**src/rtl/ovmc_map.vh**
```
// Constants for the OTG VBUS monitor and control block.
// Assumes one inclusion per compile unit; the guard keeps a second one harmless.
`ifndef OVMC_MAP_VH
`define OVMC_MAP_VH

// ************************************************************
// Register byte offsets on the AXI4-Lite bus
// ************************************************************
`define OVMC_OFS_RISE_EN 5'h00
`define OVMC_OFS_FALL_EN 5'h04
`define OVMC_OFS_STATUS 5'h08
`define OVMC_OFS_LATCH 5'h0C
`define OVMC_OFS_OTG_CTRL 5'h10
`define OVMC_OFS_IFC_CTRL 5'h14
`define OVMC_OFS_MODE_CTRL 5'h18
`define OVMC_OFS_CHG_CTRL 5'h1C

// ************************************************************
// Event bit positions (enables, status, latch)
// ************************************************************
`define OVMC_EV_VBUS_VALID 1
`define OVMC_EV_SESS_VALID 2
`define OVMC_EV_SESS_END 3
`define OVMC_EV_DATA_SRC 5
`define OVMC_EV_MASK 8'h2E

// ************************************************************
// OTG control fields
// ************************************************************
`define OVMC_OTG_DISCHARGE 3
`define OVMC_OTG_CHARGE 4
`define OVMC_OTG_DRV 5
`define OVMC_OTG_DRV_EXT 6
`define OVMC_OTG_EXT_SEL 7

// ************************************************************
// Interface, mode and charger control fields
// ************************************************************
`define OVMC_IFC_COMPLEMENT 5
`define OVMC_IFC_PASSTHRU 6
`define OVMC_MODE_UART 0
`define OVMC_MODE_SUSPEND_N 1
`define OVMC_MODE_REG_LO 2
`define OVMC_MODE_REG_HI 3
`define OVMC_CHG_ENABLE 0

// ************************************************************
// Reset values and bus answers
// ************************************************************
`define OVMC_RST_EN 8'h00
`define OVMC_RST_OTG 8'h00
`define OVMC_RST_IFC 8'h00
`define OVMC_RST_MODE 8'h02
`define OVMC_RST_CHG 8'h00
`define OVMC_RESP_OKAY 2'h0
`define OVMC_RESP_SLVERR 2'h2

`endif

```
**src/rtl/ovmc_pad_note.v**
```verilog
// Intentionally minimal: no logic.
`timescale 1ns/1ps
`default_nettype none
`default_nettype wire

```
**src/rtl/ovmc_sync.v**
```verilog
// Two-stage synchroniser bank, one pair of flip-flops per bit.
// Assumes inputs are asynchronous levels; stage one is read only by stage two.
`timescale 1ns/1ps
`default_nettype none

module ovmc_sync #(
  parameter WIDTH = 4
) (
  input wire clk,
  input wire rst,
  input wire ce,
  input wire [WIDTH-1:0] d_async,
  output wire [WIDTH-1:0] q_sync
);

  // ************************************************************
  // Per-bit double flop
  // ************************************************************
  genvar i;
  generate
    for (i = 0; i < WIDTH; i = i + 1) begin : g_bit
      reg meta_ff;
      reg sync_ff;
      // Constant reset keeps the chain clean of port values
      always @(posedge clk) begin
        if (rst) begin
          meta_ff <= 1'b0;
          sync_ff <= 1'b0;
        end else if (ce) begin
          meta_ff <= d_async[i];
          sync_ff <= meta_ff;
        end
      end
      assign q_sync[i] = sync_ff;
    end
  endgenerate

endmodule

`default_nettype wire

```
**src/rtl/ovmc_vbus_ctrl.v**
```verilog
// OTG VBUS monitor and control: comparator flags, receive commands,
// external indicator select, VBUS pulsing and supply enable, UART mode.
// Assumes analog comparator and line-state inputs are asynchronous, and a
// single AXI4-Lite master that respects the usual valid/ready handshake.
//
// Functional notes
// - Session-end flag rises when VBUS drops below the session-end threshold.
// - Session-end comparator off when both edge enables clear; status reads 0.
// - Session-valid readable in status; each change sends a receive command unless VBUS valid is reported.
// - Clearing session-valid enables stops interrupts only; commands still flow.
// - VBUS-valid comparator off when both enables clear; status bit 1 reads 0.
// - External VBUS indicator input is permanently tied to logic one.
// - External indicator logic is disabled after reset; internal comparator used.
// - Select/passthru/complement choose internal, fixed 1 or fixed 0 source.
// - Discharge resistor connected whenever OTG control bit 3 is set.
// - Charge resistor connected whenever OTG control bit 4 is set.
// - Supply-enable output is OR of both VBUS drive bits.
// - Both drive bits clear on reset; supply enable starts low.
// - UART mode selects UART regulator level and hides line state.
// - Charger detect works in low power; data-source status raises interrupts.
//
// The register offsets and the AXI4-Lite interface to the registers were left to the implementer.
`timescale 1ns/1ps
`default_nettype none
`include "ovmc_map.vh"

module ovmc_vbus_ctrl #(
  parameter [1:0] NORMAL_REG_LEVEL = 2'h0
) (
  input wire CLK_SYS,
  input wire SYS_RST,
  input wire CLK_EN,
  // AXI4-Lite slave
  input wire [4:0] S_AXI_AWADDR,
  input wire S_AXI_AWVALID,
  output wire S_AXI_AWREADY,
  input wire [31:0] S_AXI_WDATA,
  input wire [3:0] S_AXI_WSTRB,
  input wire S_AXI_WVALID,
  output wire S_AXI_WREADY,
  output wire [1:0] S_AXI_BRESP,
  output wire S_AXI_BVALID,
  input wire S_AXI_BREADY,
  input wire [4:0] S_AXI_ARADDR,
  input wire S_AXI_ARVALID,
  output wire S_AXI_ARREADY,
  output wire [31:0] S_AXI_RDATA,
  output wire [1:0] S_AXI_RRESP,
  output wire S_AXI_RVALID,
  input wire S_AXI_RREADY,
  // Analog comparators and line state, asynchronous
  input wire COMP_SESSION_END,
  input wire COMP_SESSION_VALID,
  input wire COMP_VBUS_VALID,
  input wire COMP_DATA_SOURCE,
  input wire [1:0] LINE_STATE_IN,
  // Analog controls
  output wire COMP_SESSION_END_EN,
  output wire COMP_VBUS_VALID_EN,
  output wire VBUS_DISCHARGE_EN,
  output wire VBUS_CHARGE_EN,
  output wire VBUS_SUPPLY_ENABLE_OUT,
  output wire CHARGER_DETECT_EN,
  output wire [1:0] REGULATOR_LEVEL,
  output wire UART_MODE_ACTIVE,
  // Receive commands and interrupt toward the link
  output wire RXCMD_VALID,
  output wire [7:0] RXCMD_DATA,
  input wire RXCMD_READY,
  output wire LINK_INT
);

  // ************************************************************
  // Synchronised inputs
  // ************************************************************
  wire [5:0] sync_q;
  // All analog levels cross here before status, edges or commands
  ovmc_sync #(.WIDTH(6)) u_sync (
    .clk(CLK_SYS),
    .rst(SYS_RST),
    .ce(CLK_EN),
    .d_async({LINE_STATE_IN, COMP_DATA_SOURCE, COMP_VBUS_VALID, COMP_SESSION_VALID,
      COMP_SESSION_END}),
    .q_sync(sync_q)
  );

  wire session_end_raw = sync_q[0];
  wire session_valid_flag = sync_q[1];
  wire vbus_valid_raw = sync_q[2];
  wire data_source_raw = sync_q[3];
  wire [1:0] line_state = sync_q[5:4];

  // ************************************************************
  // Register storage
  // ************************************************************
  reg [7:0] rise_en_ff;
  reg [7:0] fall_en_ff;
  reg [7:0] latch_ff;
  reg [7:0] otg_ctrl_ff;
  reg [7:0] ifc_ctrl_ff;
  reg [7:0] mode_ctrl_ff;
  reg [7:0] chg_ctrl_ff;
  reg [7:0] prev_status_ff;

  wire [7:0] cmp_en = rise_en_ff | fall_en_ff;
  wire session_end_on = cmp_en[`OVMC_EV_SESS_END];
  wire vbus_valid_on = cmp_en[`OVMC_EV_VBUS_VALID];

  // Disabled comparators read back as zero
  wire session_end_flag = session_end_raw & session_end_on;
  wire vbus_valid_flag = vbus_valid_raw & vbus_valid_on;
  wire uart_mode = mode_ctrl_ff[`OVMC_MODE_UART];
  wire charger_on = chg_ctrl_ff[`OVMC_CHG_ENABLE];
  // Detect output only counts with both lines low; low power does not gate it
  wire data_source_detect = data_source_raw & charger_on & (line_state == 2'h0);

  // Status view; session-valid is never gated by its enables
  wire [7:0] status_now = {2'h0, data_source_detect, 1'b0, session_end_flag,
    session_valid_flag, vbus_valid_flag, 1'b0};

  // ************************************************************
  // External VBUS indicator select
  // ************************************************************
  wire ext_vbus_indicator = 1'b1;
  wire ext_vbus_indicator_select = otg_ctrl_ff[`OVMC_OTG_EXT_SEL];
  wire ind_q = ext_vbus_indicator ^ ifc_ctrl_ff[`OVMC_IFC_COMPLEMENT];
  // Passthru gives the indicator alone; otherwise it qualifies the comparator
  wire ind_src = ifc_ctrl_ff[`OVMC_IFC_PASSTHRU] ? ind_q : (vbus_valid_flag & ind_q);
  wire rx_vbus_valid = ext_vbus_indicator_select ? ind_src : vbus_valid_flag;

  // ************************************************************
  // Receive command encoding
  // ************************************************************
  reg [1:0] vbus_code;
  // Highest passed threshold wins
  always @* begin
    if (rx_vbus_valid) begin
      vbus_code = 2'h3;
    end else if (session_valid_flag) begin
      vbus_code = 2'h2;
    end else if (!session_end_flag) begin
      vbus_code = 2'h1;
    end else begin
      vbus_code = 2'h0;
    end
  end

  // Line state is not presented while in UART mode
  wire [1:0] rx_line = uart_mode ? 2'h0 : line_state;
  wire [7:0] rx_now = {4'h0, vbus_code, rx_line};

  reg [7:0] rx_prev_ff;
  reg rxcmd_valid_ff;
  reg [7:0] rxcmd_data_ff;
  wire rx_change = (rx_now != rx_prev_ff);

  // A new change overrides a pending command, so the link sees the latest state
  always @(posedge CLK_SYS) begin
    if (SYS_RST) begin
      rx_prev_ff <= 8'h05;
      rxcmd_valid_ff <= 1'b0;
      rxcmd_data_ff <= 8'h00;
    end else if (CLK_EN) begin
      rx_prev_ff <= rx_now;
      if (rx_change) begin
        rxcmd_valid_ff <= 1'b1;
        rxcmd_data_ff <= rx_now;
      end else if (RXCMD_READY) begin
        rxcmd_valid_ff <= 1'b0;
      end
    end
  end

  // ************************************************************
  // Interrupt edges
  // ************************************************************
  wire [7:0] ev_rise = status_now & ~prev_status_ff & rise_en_ff & `OVMC_EV_MASK;
  wire [7:0] ev_fall = ~status_now & prev_status_ff & fall_en_ff & `OVMC_EV_MASK;
  wire [7:0] ev_set = ev_rise | ev_fall;

  // ************************************************************
  // AXI4-Lite write channel
  // ************************************************************
  reg aw_held_ff;
  reg w_held_ff;
  reg [4:0] awaddr_ff;
  reg [7:0] wdata_ff;
  reg wstrb_ff;
  reg bvalid_ff;
  reg [1:0] bresp_ff;

  assign S_AXI_AWREADY = CLK_EN & ~aw_held_ff & ~bvalid_ff;
  assign S_AXI_WREADY = CLK_EN & ~w_held_ff & ~bvalid_ff;
  wire wr_go = aw_held_ff & w_held_ff & ~bvalid_ff;
  wire wr_ok = (awaddr_ff[1:0] == 2'h0);
  wire wr_lane = wr_go & wr_ok & wstrb_ff;
  wire wr_rise = wr_lane & (awaddr_ff == `OVMC_OFS_RISE_EN);
  wire wr_fall = wr_lane & (awaddr_ff == `OVMC_OFS_FALL_EN);
  wire wr_latch = wr_lane & (awaddr_ff == `OVMC_OFS_LATCH);
  wire wr_otg = wr_lane & (awaddr_ff == `OVMC_OFS_OTG_CTRL);
  wire wr_ifc = wr_lane & (awaddr_ff == `OVMC_OFS_IFC_CTRL);
  wire wr_mode = wr_lane & (awaddr_ff == `OVMC_OFS_MODE_CTRL);
  wire wr_chg = wr_lane & (awaddr_ff == `OVMC_OFS_CHG_CTRL);

  // Address and data may come in either order; both are held until used
  always @(posedge CLK_SYS) begin
    if (SYS_RST) begin
      aw_held_ff <= 1'b0;
      w_held_ff <= 1'b0;
      awaddr_ff <= 5'h00;
      wdata_ff <= 8'h00;
      wstrb_ff <= 1'b0;
      bvalid_ff <= 1'b0;
      bresp_ff <= `OVMC_RESP_OKAY;
    end else if (CLK_EN) begin
      if (S_AXI_AWVALID && S_AXI_AWREADY) begin
        aw_held_ff <= 1'b1;
        awaddr_ff <= S_AXI_AWADDR;
      end
      if (S_AXI_WVALID && S_AXI_WREADY) begin
        w_held_ff <= 1'b1;
        wdata_ff <= S_AXI_WDATA[7:0];
        wstrb_ff <= S_AXI_WSTRB[0];
      end
      if (wr_go) begin
        aw_held_ff <= 1'b0;
        w_held_ff <= 1'b0;
        bvalid_ff <= 1'b1;
        bresp_ff <= wr_ok ? `OVMC_RESP_OKAY : `OVMC_RESP_SLVERR;
      end else if (bvalid_ff && S_AXI_BREADY) begin
        bvalid_ff <= 1'b0;
      end
    end
  end

  assign S_AXI_BVALID = bvalid_ff;
  assign S_AXI_BRESP = bresp_ff;

  // ************************************************************
  // Control registers and interrupt latch
  // ************************************************************
  // Reset clears both drive bits and the indicator select
  always @(posedge CLK_SYS) begin
    if (SYS_RST) begin
      rise_en_ff <= `OVMC_RST_EN;
      fall_en_ff <= `OVMC_RST_EN;
      otg_ctrl_ff <= `OVMC_RST_OTG;
      ifc_ctrl_ff <= `OVMC_RST_IFC;
      mode_ctrl_ff <= `OVMC_RST_MODE;
      chg_ctrl_ff <= `OVMC_RST_CHG;
      latch_ff <= 8'h00;
      prev_status_ff <= 8'h00;
    end else if (CLK_EN) begin
      prev_status_ff <= status_now;
      if (wr_rise) begin
        rise_en_ff <= wdata_ff & `OVMC_EV_MASK;
      end
      if (wr_fall) begin
        fall_en_ff <= wdata_ff & `OVMC_EV_MASK;
      end
      if (wr_otg) begin
        otg_ctrl_ff <= wdata_ff;
      end
      if (wr_ifc) begin
        ifc_ctrl_ff <= wdata_ff & 8'h60;
      end
      if (wr_mode) begin
        mode_ctrl_ff <= wdata_ff & 8'h0F;
      end
      if (wr_chg) begin
        chg_ctrl_ff <= wdata_ff & 8'h01;
      end
      // Write one to clear; a same-cycle event still sets the bit
      latch_ff <= (latch_ff & ~(wr_latch ? wdata_ff : 8'h00)) | ev_set;
    end
  end

  // ************************************************************
  // AXI4-Lite read channel
  // ************************************************************
  reg rvalid_ff;
  reg [7:0] rdata_ff;
  reg [1:0] rresp_ff;
  reg [7:0] rd_mux;
  reg rd_hit;

  assign S_AXI_ARREADY = CLK_EN & ~rvalid_ff;

  // Unmapped offsets answer zero with an error response
  always @* begin
    rd_hit = (S_AXI_ARADDR[1:0] == 2'h0);
    case (S_AXI_ARADDR)
      `OVMC_OFS_RISE_EN: rd_mux = rise_en_ff;
      `OVMC_OFS_FALL_EN: rd_mux = fall_en_ff;
      `OVMC_OFS_STATUS: rd_mux = status_now;
      `OVMC_OFS_LATCH: rd_mux = latch_ff;
      `OVMC_OFS_OTG_CTRL: rd_mux = otg_ctrl_ff;
      `OVMC_OFS_IFC_CTRL: rd_mux = ifc_ctrl_ff;
      `OVMC_OFS_MODE_CTRL: rd_mux = mode_ctrl_ff;
      `OVMC_OFS_CHG_CTRL: rd_mux = chg_ctrl_ff;
      default: begin
        rd_mux = 8'h00;
        rd_hit = 1'b0;
      end
    endcase
  end

  always @(posedge CLK_SYS) begin
    if (SYS_RST) begin
      rvalid_ff <= 1'b0;
      rdata_ff <= 8'h00;
      rresp_ff <= `OVMC_RESP_OKAY;
    end else if (CLK_EN) begin
      if (S_AXI_ARVALID && S_AXI_ARREADY) begin
        rvalid_ff <= 1'b1;
        rdata_ff <= rd_mux;
        rresp_ff <= rd_hit ? `OVMC_RESP_OKAY : `OVMC_RESP_SLVERR;
      end else if (rvalid_ff && S_AXI_RREADY) begin
        rvalid_ff <= 1'b0;
      end
    end
  end

  assign S_AXI_RVALID = rvalid_ff;
  assign S_AXI_RDATA = {24'h000000, rdata_ff};
  assign S_AXI_RRESP = rresp_ff;

  // ************************************************************
  // Registered analog control outputs
  // ************************************************************
  reg supply_en_ff;
  reg [1:0] reg_level_ff;

  // Registered so the power switch never sees a decode glitch
  always @(posedge CLK_SYS) begin
    if (SYS_RST) begin
      supply_en_ff <= 1'b0;
      reg_level_ff <= NORMAL_REG_LEVEL;
    end else if (CLK_EN) begin
      supply_en_ff <= otg_ctrl_ff[`OVMC_OTG_DRV] | otg_ctrl_ff[`OVMC_OTG_DRV_EXT];
      reg_level_ff <= uart_mode ?
        mode_ctrl_ff[`OVMC_MODE_REG_HI:`OVMC_MODE_REG_LO] : NORMAL_REG_LEVEL;
    end
  end

  assign COMP_SESSION_END_EN = session_end_on;
  assign COMP_VBUS_VALID_EN = vbus_valid_on;
  assign VBUS_DISCHARGE_EN = otg_ctrl_ff[`OVMC_OTG_DISCHARGE];
  assign VBUS_CHARGE_EN = otg_ctrl_ff[`OVMC_OTG_CHARGE];
  assign VBUS_SUPPLY_ENABLE_OUT = supply_en_ff;
  assign CHARGER_DETECT_EN = charger_on;
  assign REGULATOR_LEVEL = reg_level_ff;
  assign UART_MODE_ACTIVE = uart_mode;
  assign RXCMD_VALID = rxcmd_valid_ff;
  assign RXCMD_DATA = rxcmd_data_ff;
  // Level interrupt holds in low power as well as synchronous mode
  assign LINK_INT = |latch_ff;

endmodule

`default_nettype wire

```
**config.mk**
```make
export PLATFORM = sky130hd
export DESIGN_NAME = ovmc_vbus_ctrl
export DESIGN_NICKNAME = d
export VERILOG_FILES = /design/src/rtl/ovmc_pad_note.v /design/src/rtl/ovmc_sync.v /design/src/rtl/ovmc_vbus_ctrl.v
export VERILOG_INCLUDE_DIRS = /design/src /design/src/rtl
export SDC_FILE = /design/constraint.sdc
export NUM_CORES = 1
export LEC_CHECK = 0
export ABC_AREA = 1
export BUFFER_PORTS_ARGS = -buffer_cell sky130_fd_sc_hd__buf_2
export CAP_MARGIN = 10
export CORE_MARGIN = 2
export CORE_UTILIZATION = 50
export DETAILED_ROUTE_END_ITERATION = 10
export PLACE_DENSITY = 0.79
export SKIP_CTS_REPAIR_TIMING = 1
export SLEW_MARGIN = 20
export SYNTH_ARGS = -nofsm -noshare
export SYNTH_HDL_FRONTEND = slang
export SYNTH_SLANG_ARGS = --single-unit
```
**constraint.sdc**
```tcl
create_clock -name CLK_SYS -period 4.3 [get_ports CLK_SYS]
set_clock_uncertainty 0.2 [all_clocks]
set_input_delay 0.43 -clock CLK_SYS [delete_from_list [all_inputs] [get_ports CLK_SYS]]
set_output_delay 0.43 -clock CLK_SYS [all_outputs]
set_load 0.01 [all_outputs]
```
==> flow_summary_export.csv <==
group,metric,value,unit
power,total_power,1.635,mW
logic_synthesis,syn_area_per_cell,7.487,um2
clocking,clk_path_buf_depth,2,
floorplanning,io_pins,121,
sta,finalMaxSlewViolations,0,
sta,period_share,59.75,%
detailed_routing,detail_route.wl_per_cell,13.30,um
worst_setup_path,slowest_delay,0.49,ns
detailed_routing,drc,0,
clocking,cts_tree,"built",
clocking,htree_num_levels,3,
clocking,path_clk_slew,0.08,ns
detailed_routing,drtAntennaViolNets,0,
sta,relSlewSlack,52.70,%
logic_synthesis,yosys.area.top_type_share,45.88,%
finish,antenna_cells,0,
placed_design,portBuffers,63,
placed_design,dpl.hpwl,6328,um
worst_setup_path,r2r-start,"fall_en_ff[1]",
detailed_routing,drt-initial-drc-count,218,
finish,syn_to_final_growth,12.82,%
sta,timing.fmax,389.2,MHz
detailed_routing,drt_wl_total,8882,um
logic_synthesis,yosysTopAreaCell,"dfxtp_1",
worst_setup_path,crit_start,"CLK_EN",
logic_synthesis,netlist_area,3796,um2
grt,grt_max_degree,35,
hold_path,hold_path.class,"primary input to flop",
grt,grt_pass1_vias,3162,
placed_design,gp_congestion,0.9079,
clocking,clk_latency,0.36,ns
sta,setup_viol_count_final,0,
worst_setup_path,cpMaxStageDelayCell,"buf_2",
sta,period_needed,2.569,ns
worst_setup_path,critPathKind,"primary input to output pin",
worst_setup_path,crit_buf_inv,4,
floorplanning,std_cell_rows,31,
floorplanning,initial_core_util,52.06,%
floorplanning,dieWidth,91.14,um
clocking,cts_sinks,87,
sta,rsz0062_at_grt,"false",
worst_setup_path,crit_fanout,34,
worst_setup_path,crit_family,"buffers and inverters",
grt,grt_pass1_wl,14880,um
grt,antenna_found_initial,0,
hold_path,min_from,"COMP_SESSION_END",
logic_synthesis,ys_ff_latch,87,
logic_synthesis,ys_seq_area_share,45.88,%
job,drv_cap,0,
clocking,cts_root_buf,"clkbuf_8",
detailed_routing,vias_per_cell,5.174,
power,leakage,1.857,nW
worst_setup_path,cp-start-kind,"primary input",
worst_setup_path,path_cells,"buf_2 -> inv_2 -> nor2_1 -> inv_1 -> nor2_1 -> buf_2",
sta,setup_tns,0,ns
grt,grt_util_all_layers,22.17,%
logic_synthesis,synth.area.top_cells,"dfxtp_1, a21oi_1, o21ai_0",
logic_synthesis,synthDistinctLibCells,33,
logic_synthesis,ys_warn_count,0,
status,status,"finished, final reports clean",
sta,hold_viol_final,0,
floorplanning,die-area,8306,um2
worst_setup_path,cp.arrival,1.94,ns
power,powerDensity,381.8,nW/um2
worst_setup_path,required,3.67,ns
clocking,cts_made_buffers,9,
finish,drive_gt1_share,14.94,%
grt,grt_overflow,0,
floorplanning,design.core.area,7292,um2
detailed_routing,dr.pass1.iters,4,
power,vdd_ir_drop_max,0.0001811,V
detailed_routing,num_vias,3456,
logic_synthesis,synth_cells,507,
worst_setup_path,endpoint_kind,"output pin",
finish,nets,625,
floorplanning,die_height,91.14,um
sta,worst_slew_pin_slew,0.7094,ns
==> report_power, final <==
group | leakage [nW] | total [mW] | switching, mW | internal, mW
logic | 1.03 | 0.143 | 0.0980 | 0.0453
registers | 0.710 | 0.854 | 0.0200 | 0.834
clock network | 0.114 | 0.638 | 0.279 | 0.359
==> routing by layer <==
layer  vias up  part of all wire, %  global-route usage (%)
li1       1744                    -                       -
met1      1564                   47                   30.61
met2       133                   45                   34.44
met3        15                  6.7                   4.149
met4         0                  1.6                   8.460
met5         -                    0                       0
==> sequential cells by signal, summed over array words and instances (netlist names), 2 cells and up <==
signal and cells:
mode_ctrl_ff 4, awaddr_ff 5, REGULATOR_LEVEL 2, fall_en_ff 4
rise_en_ff 4, prev_status_ff 4, otg_ctrl_ff 8, latch_ff 8
RXCMD_DATA 4, wdata_ff 8, u_sync.g_bit.sync_ff 6, ifc_ctrl_ff 2
rdata_ff 8, rx_prev_ff 4, u_sync.g_bit.meta_ff 6
==> logic make-up after synthesis <==
| family | count (synthesis) | share of synthesized area, % |
|---|---|---|
| other | 1 | 0.09878 |
| xor gates and xnor gates | 2 | 0.4615 |
| buffers and inverters | 108 | 13.74 |
| and+or+nand+nor | 157 | 17.73 |
| DFF | 87 | 45.88 |
| AOI/OAI and AO/OA | 152 | 22.08 |
==> cells in the final DEF (no fill, tap or decap) <==
cell / instances
a211oi_1: 8
a21oi_1: 64
a221oi_1: 1
a22oi_1: 1
a31oi_1: 4
buf_2: 63
buf_4: 1
bufinv_16: 2
clkbuf_1: 2
clkbuf_8: 11
clkinv_1: 1
clkinv_2: 1
conb_1: 30
dfxtp_1: 87
inv_1: 59
inv_2: 1
nand2_1: 72
nand2_2: 2
nand3_1: 19
nand3_2: 1
nand4_1: 3
nand4_2: 1
nor2_1: 49
nor3_1: 5
nor3_2: 1
nor3_4: 1
nor4_1: 3
o211ai_1: 3
o21ai_0: 55
o21ai_1: 1
o221ai_1: 1
o22ai_1: 4
o311ai_0: 4
o31ai_1: 6
xnor2_1: 2
==> cell type report <==
class	count	area, um2
Clock inverter	3	65.06
Tap cell	99	123.9
Multi-Input combinational cell	341	1642
Clock buffer	13	158.9
Inverter	61	229.0
Fill cell	703	3009
Sequential cell	87	1742
Timing Repair Buffer	64	322.8
==> cell usage after synthesis (all sizes together) <==
| library cell | instances |
|---|---|
| a211oi | 8 |
| a21oi | 64 |
| a221oi | 1 |
| a22oi | 1 |
| a31oi | 4 |
| buf | 34 |
| clkbuf | 13 |
| clkinv | 1 |
| conb | 1 |
| dfxtp | 87 |
| inv | 60 |
| nand2 | 74 |
| nand3 | 20 |
| nand4 | 4 |
| nor2 | 49 |
| nor3 | 7 |
| nor4 | 3 |
| o211ai | 3 |
| o21ai | 56 |
| o221ai | 1 |
| o22ai | 4 |
| o311ai | 4 |
| o31ai | 6 |
| xnor2 | 2 |
==> final timing paths <==
check                            endpoint  slack, ns  cells after the start
hold reg to reg               rdata_ff[1]       0.26                      2
setup / recovery            S_AXI_AWREADY       1.73                      6
hold / removal    u_sync.g_bit[0].meta_ff       0.09                      3
setup reg to reg            RXCMD_DATA[1]       2.39                     10
==> through the flow <==
stage	hold WS, ns	setup slack [ns]	std cells	util [%]	instance area [um2]
after CTS	0.08319	1.760	668	58.73	4283
after detailed placement	0.2543	1.748	652	55.66	4059
after global placement	0.2461	1.777	652	55.66	4059
after floorplan	0.2338	2.441	536	-	3905
final	0.08627	1.731	668	58.73	4283
after global routing	0.1038	1.542	668	58.73	4283
==> worst min-delay path, cell delays in order <==
cell	delay [ns]
buf_2	0.08
nor2_1	0.03
nor2_1	0.08
Power figures use the tool's default switching activity.
